## src/itb_pkg.sv

```systemverilog
// constants for the interrupt controller and time base
package itb_pkg;
    // register index on the special-function register port
    localparam logic [2:0] IDX_EDGE = 3'h0;
    localparam logic [2:0] IDX_CTRL0 = 3'h1;
    localparam logic [2:0] IDX_CTRL1 = 3'h2;
    localparam logic [2:0] IDX_PSC = 3'h3;
    localparam logic [2:0] IDX_TICK = 3'h4;
    // source numbering, also the fixed priority (0 wins)
    localparam int SRC_PIN0 = 0;
    localparam int SRC_TICK = 1;
    localparam int SRC_TIMER = 2;
    localparam int SRC_CONV = 3;
    localparam int SRC_PIN1 = 4;
    localparam int NSRC = 5;
    // first control register field positions
    localparam int C0_EMI = 0;
    localparam int C0_PIN0_EN = 1;
    localparam int C0_TICK_EN = 2;
    localparam int C0_TIMER_EN = 3;
    localparam int C0_PIN0_F = 4;
    localparam int C0_TICK_F = 5;
    localparam int C0_TIMER_F = 6;
    // second control register field positions
    localparam int C1_CONV_EN = 0;
    localparam int C1_PIN1_EN = 1;
    localparam int C1_CONV_F = 4;
    localparam int C1_PIN1_F = 5;
    // prescaler and tick register fields
    localparam int PSC_ON = 2;
    localparam int TICK_RUN = 7;
    localparam logic [1:0] SRC_SYS = 2'h0;
    localparam logic [1:0] SRC_SYS4 = 2'h1;
    localparam logic [1:0] DIV4_LAST = 2'h3;
    // edge-select encodings
    localparam logic [1:0] EDGE_OFF = 2'h0;
    localparam logic [1:0] EDGE_RISE = 2'h1;
    localparam logic [1:0] EDGE_FALL = 2'h2;
    localparam logic [1:0] EDGE_BOTH = 2'h3;
    // tick period is TICK_MIN_PERIOD shifted left by sel, 2^(4+sel) prescaled clocks
    localparam logic [11:0] TICK_MIN_PERIOD = 12'h010;
    localparam int TICK_CNT_W = 11;
    localparam logic [7:0] REG_RESET = 8'h00;
endpackage

```

## src/itb_ctrl.sv

```systemverilog
// interrupt controller with prescaler and periodic time-base tick
module itb_ctrl #(
    parameter bit TWO_PINS = 1'b1,
    parameter int PC_W = 11,
    parameter logic [PC_W-1:0] VEC_PIN0 = 'h004,
    parameter logic [PC_W-1:0] VEC_TICK = 'h008,
    parameter logic [PC_W-1:0] VEC_TIMER = 'h00C,
    parameter logic [PC_W-1:0] VEC_CONV = 'h010,
    parameter logic [PC_W-1:0] VEC_PIN1 = 'h014
) (
    input wire logic mclk,
    input wire logic rstn,
    input wire logic ce,
    input wire logic [2:0] sfr_addr,
    input wire logic sfr_wr,
    input wire logic [7:0] sfr_wdata,
    output logic [7:0] sfr_rdata,
    input wire logic [1:0] ext_irq_pin,
    input wire logic sub_clk,
    input wire logic timer_ovf,
    input wire logic conv_done,
    input wire logic cpu_boundary,
    input wire logic [PC_W-1:0] cpu_next_pc,
    input wire logic stack_full,
    input wire logic reti_exec,
    input wire logic ret_exec,
    output logic irq_pending,
    output logic irq_take,
    output logic stack_push,
    output logic [PC_W-1:0] stack_push_pc,
    output logic pc_load,
    output logic [PC_W-1:0] pc_load_addr,
    output logic stack_pop,
    output logic wake
);
    typedef struct packed {
        logic [3:0] edge_sel;
        logic global_irq_enable;
        logic [4:0] en;
        logic [4:0] flag;
        logic psc_on;
        logic [1:0] psc_src;
        logic tick_run;
        logic [2:0] tick_sel;
        logic [1:0] div4;
        logic [10:0] tick_cnt;
        logic [1:0] pin_s1;
        logic [1:0] pin_s2;
        logic [1:0] pin_d;
        logic sub_s1;
        logic sub_s2;
        logic sub_d;
        logic push;
        logic [PC_W-1:0] push_pc;
        logic load;
        logic [PC_W-1:0] vec;
        logic pop;
        logic wake;
        logic [7:0] rdata;
    } itb_state_t;

    itb_state_t st;
    itb_state_t next_st;

    // sources that do not exist in the one-pin variant stay at zero
    localparam logic [4:0] SRC_MASK = TWO_PINS ? 5'h1F : 5'h0F;

    function automatic logic edge_hit(input logic [1:0] sel, input logic now,
                                      input logic prev);
        logic r;
        r = 1'b0;
        unique case (sel)
            itb_pkg::EDGE_OFF: r = 1'b0;
            itb_pkg::EDGE_RISE: r = now & ~prev;
            itb_pkg::EDGE_FALL: r = ~now & prev;
            itb_pkg::EDGE_BOTH: r = now ^ prev;
        endcase
        return r;
    endfunction

    function automatic logic [10:0] tick_last(input logic [2:0] sel);
        logic [11:0] p;
        p = itb_pkg::TICK_MIN_PERIOD << sel;
        return 11'(p - 12'h001);
    endfunction

    // lowest index wins
    function automatic logic [2:0] pick(input logic [4:0] req);
        logic [2:0] r;
        r = 3'h0;
        for (int i = itb_pkg::NSRC - 1; i >= 0; i--) begin
            if (req[i]) begin
                r = 3'(i);
            end
        end
        return r;
    endfunction

    function automatic logic [PC_W-1:0] vec_of(input logic [2:0] idx);
        logic [PC_W-1:0] v;
        v = VEC_PIN0;
        unique case (idx)
            3'h0: v = VEC_PIN0;
            3'h1: v = VEC_TICK;
            3'h2: v = VEC_TIMER;
            3'h3: v = VEC_CONV;
            default: v = VEC_PIN1;
        endcase
        return v;
    endfunction

    logic [4:0] armed;
    logic [2:0] win;
    logic take;
    logic psc_tick;
    logic tick_ovf;
    logic [4:0] hw_set;
    logic [4:0] svc_clr;
    logic wr0;
    logic wr1;

    assign armed = st.flag & st.en & SRC_MASK;
    assign win = pick(armed);
    assign irq_pending = st.global_irq_enable & (|armed);
    assign take = ce & cpu_boundary & irq_pending & ~stack_full;
    assign irq_take = take;
    assign wr0 = sfr_wr & (sfr_addr == itb_pkg::IDX_CTRL0);
    assign wr1 = sfr_wr & (sfr_addr == itb_pkg::IDX_CTRL1);

    always_comb begin
        unique case (st.psc_src)
            itb_pkg::SRC_SYS: psc_tick = st.psc_on;
            itb_pkg::SRC_SYS4: psc_tick = st.psc_on & (st.div4 == itb_pkg::DIV4_LAST);
            default: psc_tick = st.psc_on & st.sub_s2 & ~st.sub_d;
        endcase
    end

    assign tick_ovf = st.tick_run & psc_tick & (st.tick_cnt == tick_last(st.tick_sel));

    always_comb begin
        hw_set = 5'h00;
        hw_set[itb_pkg::SRC_PIN0] = edge_hit(st.edge_sel[1:0], st.pin_s2[0], st.pin_d[0]);
        hw_set[itb_pkg::SRC_PIN1] = edge_hit(st.edge_sel[3:2], st.pin_s2[1], st.pin_d[1]);
        hw_set[itb_pkg::SRC_TICK] = tick_ovf;
        hw_set[itb_pkg::SRC_TIMER] = timer_ovf;
        hw_set[itb_pkg::SRC_CONV] = conv_done;
        hw_set = hw_set & SRC_MASK;
        svc_clr = 5'h00;
        if (take) begin
            svc_clr[win] = 1'b1;
        end
    end

    always_comb begin
        logic [4:0] f;
        f = st.flag;
        next_st = st;
        // pin sampling: first stage is read only by the second
        // sync flops reset low; the select resets to off, so no false edge follows reset
        next_st.pin_s1 = ext_irq_pin;
        next_st.pin_s2 = st.pin_s1;
        next_st.pin_d = st.pin_s2;
        next_st.sub_s1 = sub_clk;
        next_st.sub_s2 = st.sub_s1;
        next_st.sub_d = st.sub_s2;
        // prescaler divider clears to zero and stops with the enable to save power
        if (st.psc_on) begin
            next_st.div4 = st.div4 + 2'h1;
        end else begin
            next_st.div4 = 2'h0;
        end
        if (!st.tick_run) begin
            next_st.tick_cnt = '0;
        end else if (psc_tick) begin
            next_st.tick_cnt = tick_ovf ? '0 : st.tick_cnt + 11'h001;
        end
        // register writes
        if (sfr_wr) begin
            unique case (sfr_addr)
                itb_pkg::IDX_EDGE: begin
                    next_st.edge_sel = TWO_PINS ? sfr_wdata[3:0] : {2'h0, sfr_wdata[1:0]};
                end
                itb_pkg::IDX_CTRL0: begin
                    next_st.global_irq_enable = sfr_wdata[itb_pkg::C0_EMI];
                    next_st.en[itb_pkg::SRC_PIN0] = sfr_wdata[itb_pkg::C0_PIN0_EN];
                    next_st.en[itb_pkg::SRC_TICK] = sfr_wdata[itb_pkg::C0_TICK_EN];
                    next_st.en[itb_pkg::SRC_TIMER] = sfr_wdata[itb_pkg::C0_TIMER_EN];
                end
                itb_pkg::IDX_CTRL1: begin
                    next_st.en[itb_pkg::SRC_CONV] = sfr_wdata[itb_pkg::C1_CONV_EN];
                    next_st.en[itb_pkg::SRC_PIN1] = TWO_PINS & sfr_wdata[itb_pkg::C1_PIN1_EN];
                end
                itb_pkg::IDX_PSC: begin
                    next_st.psc_on = sfr_wdata[itb_pkg::PSC_ON];
                    next_st.psc_src = sfr_wdata[1:0];
                end
                itb_pkg::IDX_TICK: begin
                    next_st.tick_run = sfr_wdata[itb_pkg::TICK_RUN];
                    next_st.tick_sel = sfr_wdata[2:0];
                end
                default: begin
                end
            endcase
        end
        if (wr0) begin
            f[itb_pkg::SRC_PIN0] = sfr_wdata[itb_pkg::C0_PIN0_F];
            f[itb_pkg::SRC_TICK] = sfr_wdata[itb_pkg::C0_TICK_F];
            f[itb_pkg::SRC_TIMER] = sfr_wdata[itb_pkg::C0_TIMER_F];
        end
        if (wr1) begin
            f[itb_pkg::SRC_CONV] = sfr_wdata[itb_pkg::C1_CONV_F];
            f[itb_pkg::SRC_PIN1] = sfr_wdata[itb_pkg::C1_PIN1_F];
        end
        // a new event beats a same-cycle clear from software or service
        next_st.flag = ((f & ~svc_clr) | hw_set) & SRC_MASK;
        next_st.wake = |(next_st.flag & ~st.flag);
        // return from interrupt
        next_st.pop = reti_exec | ret_exec;
        if (reti_exec) begin
            next_st.global_irq_enable = 1'b1;
        end
        next_st.push = take;
        next_st.load = take;
        if (take) begin
            next_st.global_irq_enable = 1'b0;
            next_st.push_pc = cpu_next_pc;
            next_st.vec = vec_of(win);
        end
        // registered read, one cycle behind the address
        unique case (sfr_addr)
            itb_pkg::IDX_EDGE: next_st.rdata = {4'h0, st.edge_sel};
            itb_pkg::IDX_CTRL0: next_st.rdata = {1'b0, st.flag[itb_pkg::SRC_TIMER],
                st.flag[itb_pkg::SRC_TICK], st.flag[itb_pkg::SRC_PIN0],
                st.en[itb_pkg::SRC_TIMER], st.en[itb_pkg::SRC_TICK],
                st.en[itb_pkg::SRC_PIN0], st.global_irq_enable};
            itb_pkg::IDX_CTRL1: next_st.rdata = {2'h0, st.flag[itb_pkg::SRC_PIN1],
                st.flag[itb_pkg::SRC_CONV], 2'h0, st.en[itb_pkg::SRC_PIN1],
                st.en[itb_pkg::SRC_CONV]};
            itb_pkg::IDX_PSC: next_st.rdata = {5'h00, st.psc_on, st.psc_src};
            itb_pkg::IDX_TICK: next_st.rdata = {st.tick_run, 4'h0, st.tick_sel};
            default: next_st.rdata = itb_pkg::REG_RESET;
        endcase
    end

    always_ff @(posedge mclk or negedge rstn) begin
        if (!rstn) begin
            st <= '0;
        end else if (ce) begin
            st <= next_st;
        end
    end

    assign sfr_rdata = st.rdata;
    assign stack_push = st.push;
    assign stack_push_pc = st.push_pc;
    assign pc_load = st.load;
    assign pc_load_addr = st.vec;
    assign stack_pop = st.pop;
    assign wake = st.wake;
endmodule

```

## config.mk

```make
export PLATFORM = sky130hd
export DESIGN_NAME = itb_ctrl
export DESIGN_NICKNAME = d
export VERILOG_FILES = /design/src/itb_pkg.sv /design/src/itb_ctrl.sv
export SDC_FILE = /design/constraint.sdc
export NUM_CORES = 1
export LEC_CHECK = 0
export BUFFER_PORTS_ARGS = -buffer_cell sky130_fd_sc_hd__buf_2
export CORE_MARGIN = 1.5
export CORE_UTILIZATION = 40
export CTS_CLUSTER_DIAMETER = 120
export CTS_CLUSTER_SIZE = 28
export DETAILED_ROUTE_END_ITERATION = 7
export HOLD_SLACK_MARGIN = 0.05
export PLACE_DENSITY = 0.65
export SLEW_MARGIN = 15
export SYNTH_ARGS = -nofsm -noshare
export SYNTH_HDL_FRONTEND = slang
export SYNTH_SLANG_ARGS = --single-unit
```

## constraint.sdc

```tcl
create_clock -name mclk -period 6.4 [get_ports mclk]
set_input_delay 1.28 -clock mclk [delete_from_list [all_inputs] [get_ports mclk]]
set_output_delay 1.28 -clock mclk [all_outputs]
set_load 0.02 [all_outputs]
```

Word-level counts from Yosys, hierarchy flattened:

Cells that the tools add are included.
Widths: inputs -> output; s select.

* add/sub/neg operators: 3
* multiplexer cells: 25
* eq/ne operators: 17
* reduce and logical (&&, ||, !) cells: 18
* bitwise operators: 30
* shifts and indexed selects: 1
* order comparisons: 2

Operators by type and width (number)
* $pmux 8 s5: 1
* $mux 11: 3
* $mux 3: 7
* $pmux 5 s4: 1
* $reduce_and 3->1: 6
* $and 1x1->1: 15
* $and 5x5->5: 3
* $eq 3x2->1 const B: 4
* $add 11x1->11 const B: 1
* $eq 11x11->1: 1
* $shl 5x3->11 const A: 1
* $sub 11x1->11 const B: 1
* $eq 2x2->1 const B: 5
* $not 5->5: 2
* $reduce_or 5->1: 2
* $pmux 1 s4: 2
* $eq 2x1->1 const B: 3
* $eq 3x1->1 const B: 2
* $logic_not 2->1: 3
* $logic_not 3->1: 2
* $mux 2: 3
* $mux 6: 1
* $not 1->1: 6
* $reduce_bool 3->1: 2
* 14 further kinds: 19

* input port bits: 35
* word-level logic and storage cells: 119
* flip-flop bits (word level): 77

Depth between registers and ports, before layout:

* depth in word-level cells: 16
* mapped depth: 12
* mapped depth without buffers: 10

Worst setup path before layout:

OpenSTA, ideal clock, no wires.

* path type: in2out
* from: input port ce
* to: output port irq_take
* path slack: 2.908 ns
* data arrival time: 2.212 ns
* path buffers: 1
* stages on the path: 5
* cells stage by stage: nand2_1 -> nor3_1 -> nand2_1 -> inv_1 -> buf_4

* word-level cells in the longest chain between the ends: 3

Ends and longest elaborated chain
* start, declared: line itb_ctrl.sv:13 `input wire logic ce,`
* $and 1x1->1 (3 in a row): line itb_ctrl.sv:125 `assign take = ce & cpu_boundary & irq_pending & ~stack_full;`
* end, declared: line itb_ctrl.sv:28 `output logic irq_take,`

Every way passes these cells.

Final worst setup path:

Ends and elaborated chain as after synthesis.

==> impl_results.md <==
- Hold Path End: sfr_rdata[3]$_DFFE_PN0P_
- Final Max Slew Viols: 0
- GPL Wtd Cong: roughly 0.79
- Core area: 9284 um^2
- Root Buffer: clkbuf_8
- Total Wirelength: 7956 um
- Crit start category: primary input
- Wire length on met2: 3490 um
- DIE WIDTH: roughly 100 um
- Worst-Skew Late Latency: ~340 ps
- Number of global-route vias before repair: around 2800
- Reg2reg end: st[49]$_DFFE_PN0P_
- Fmax: roughly 230 MHz
- Layout cell share with drive strength beyond 1: roughly a quarter
- Hold path depth: 2
- Reg clk slew, reported paths: roughly 70 ps
- Clock tree sinks: 69
- Max Fanout on Critical Path: 16
- RSZ-0062 raised after global routing: no
- R2R cell count: 9
- Synth area leader: dfrtp_1
- Initial Util: 41.48%
- Row count: 35
- Asr flop ratio synth: 100.0%
- Rel. slew slack: between 30% and 40%
- HP Class: flip-flop to flip-flop
- Pwr Density: 324.6 nW/um^2
- IR drop worst, VDD: around 0.00019 V
- Largest cells by area after synthesis: dfrtp_1, nand2_1, buf_4, mux2_2, nor2_1
- Antenna violations before repair: 0
- DR WL/cell: about 14 um
- DRC viols: 0
- Wl on met1: between 3000 and 4000 um
- Diodes inserted: 0
- Worst R2R Setup Slack: 3780 ps
- Yosys reg bits: between 60 and 70
- Pre-Repair DR Iteration Count: 6
- Iter 0 DRT Violations: 111
- Mapped Area: about 3900 um^2
- Die height: ~100 um
- TritonCTS clock tree: yes
- Avg Synthesized Cell Area: ~9.4 um^2
- CTS buffer count: 9
- TNS Setup: 0 ps
- Post-detail-place hpwl: approximately 5700 um
- Syn-to-layout area delta: 9.941%
- Final setup vio count: 0
- First-pass GRT wire length: between 10000 and 15000 um
- Yosys warns: 0
- Total grt overflow: 0
- Max Root-Sink Buffers: 2
- CP Cell Sequence: buf_2 > nand2_1 > nor3_1 > nand2_1 > inv_1 > buf_2
- Worst EP required: roughly 5000 ps
- R2r startpoint: st[58]$_DFFE_PN0P_
- Area fraction of the dominant cell type after synthesis: 44.83%
- Port buffer count: 62
- Buffers & Inverters on Critical Path: 3
- Vias per cell: ~5.0
- Worst slew pin tran: about 900 ps
- Crit-path leading delay family: simple AND/OR/NAND/NOR gates
- Final Critical Period: 4307 ps
- Leak pwr: about 0.0020 uW
- Commonest register cell after synthesis: dfrtp_1
- Worst setup EP type: output pin
- Largest net degree at the start of global routing: 70
- Delay of the slowest cell on the worst path: roughly 500 ps
- Hold_buf cts: 0
- Post-synth cell types: 53
- # IOs: 71
- Status: complete, no violations
- Critical Path AT: 3030 ps
- Die ar.: between 10000 and 15000 um^2
- Clock Skews: approximately 13 ps
- Cells after Synth: between 400 and 500
- Top Layer Used: met4
- Via count: 2918
- H-tree depth: 3
- Routed Antenna Nets: 0
- Post-CTS Setup Bufs: 0
- Crit path kind: primary input to output pin
- Final hold violations: 0
- Post-synth EDFFs: 0
- Slowest CP cell: inv_1
- Seq/Total Area, Yosys: around 45%
- Hold Crit Start: sfr_rdata[3]$_DFFE_PN0P_
- Post-CTS Resized: 0
- Total of max-cap violations: 0
- Final period util: slightly below 70%
- GR Util All Layers: between 15 and 20%
- Final net count: between 400 and 500
- Met3 wire len: 453 um
- Critical Path Stages: 6
- Final core occ: between 40% and 50%
[registers in the layout, indices dropped and copies added, names as in the netlist]
register / count
st: 38
stack_pop: 1
next_st: 6
sfr_rdata: 8
pc_load: 1
wake: 1
stack_push_pc: 11
pc_load_addr: 3
[layout by cell type, fill, tap and decap left out, types with 8 or more instances in the layout]
master and n:
conb_1 8, dfrtp_1 69, xor2_1 11, o21ai_0 20
mux2_2 21, mux2i_1 8, a21oi_1 16, inv_1 14
nand4_1 9, nand2_1 85, nor2_1 27, nand3_1 8
buf_2 62, clkbuf_8 10
[synth_stat cells, drive strengths merged (2+ instances only)]
cell type,number
a21oi,16
a22oi,3
a31oi,5
and3,5
buf,42
clkbuf,5
dfrtp,69
ha,7
inv,14
mux2,21
mux2i,8
nand2,86
nand2b,3
nand3,8
nand4,9
nor2,27
nor2b,4
nor3,7
nor3b,5
o211ai,2
o21ai,22
o22ai,3
o2bb2ai,5
o31ai,2
xnor2,2
xor2,11
[final cells by class]
| class | count | area (um^2) |
|---|---|---|
| well taps | 129 | 161.4 |
| fillers | 906 | 5050 |
| clock inverters | 6 | 62.56 |
| flip-flops and latches | 69 | 1727 |
| multi-input cells | 287 | 1764 |
| inverters | 15 | 56.30 |
| repair buffers | 64 | 325.3 |
| clock buffers | 10 | 137.6 |
[worst max path at each step]
stage / end / slack (ps) / startpoint
2_1_floorplan: irq_take / 2910 / ce
3_3_place_gp: irq_take / 2180 / ce
3_5_place_dp: irq_take / 2110 / ce
4_1_cts: irq_take / 2110 / ce
5_1_grt: irq_take / 1780 / ce
6_report: irq_take / 2090 / ce
[cell families after synthesis]
family,after synthesis,share of synthesized area [%]
AOI/OAI and AO/OA,69,12.05
xor gates and xnor gates,13,2.956
adders and majority gates,7,2.274
buffers and inverters,62,10.04
DFF,69,44.83
muxes,30,8.805
other,1,0.09737
and+or+nand+nor,160,18.94
[worst register-to-register path, cell delays in order, from the launching register on]
cell and delay, ps:
dfrtp_1 580, or3_4 460, ha_1 310, xor2_1 210, xnor2_1 230, nand4_1 110, nor2_1 120, nand2_2 110
a21boi_4 270, nor2_1 90
[report_power, final]
group / internal [uW] / switching (uW)
clock: 190 / 169
sequential: 530 / 87.8
combinational: 162 / 236
[per-layer routing]
layer  up-vias  global-route usage [%]
li1       1445                       -
met1      1380                   23.69
met3         8                   4.022
met2        85                   25.55
met5         -                       0
met4         0                   4.808
[metrics by stage]
stage          total power [uW]  hold slack [ps]  worst slack (ps)  std cells  instance area (um^2)
2_1_floorplan             974.2            440.0              2908        418                  3877
3_3_place_gp               1016            457.3              2182        564                  4034
3_5_place_dp               1028            460.9              2109        564                  4034
4_1_cts                    1391            479.6              2106        580                  4234
5_1_grt                    1470            496.8              1782        580                  4234
6_report                   1375            472.5              2093        580                  4234
(Power assumes the default switching activity.)
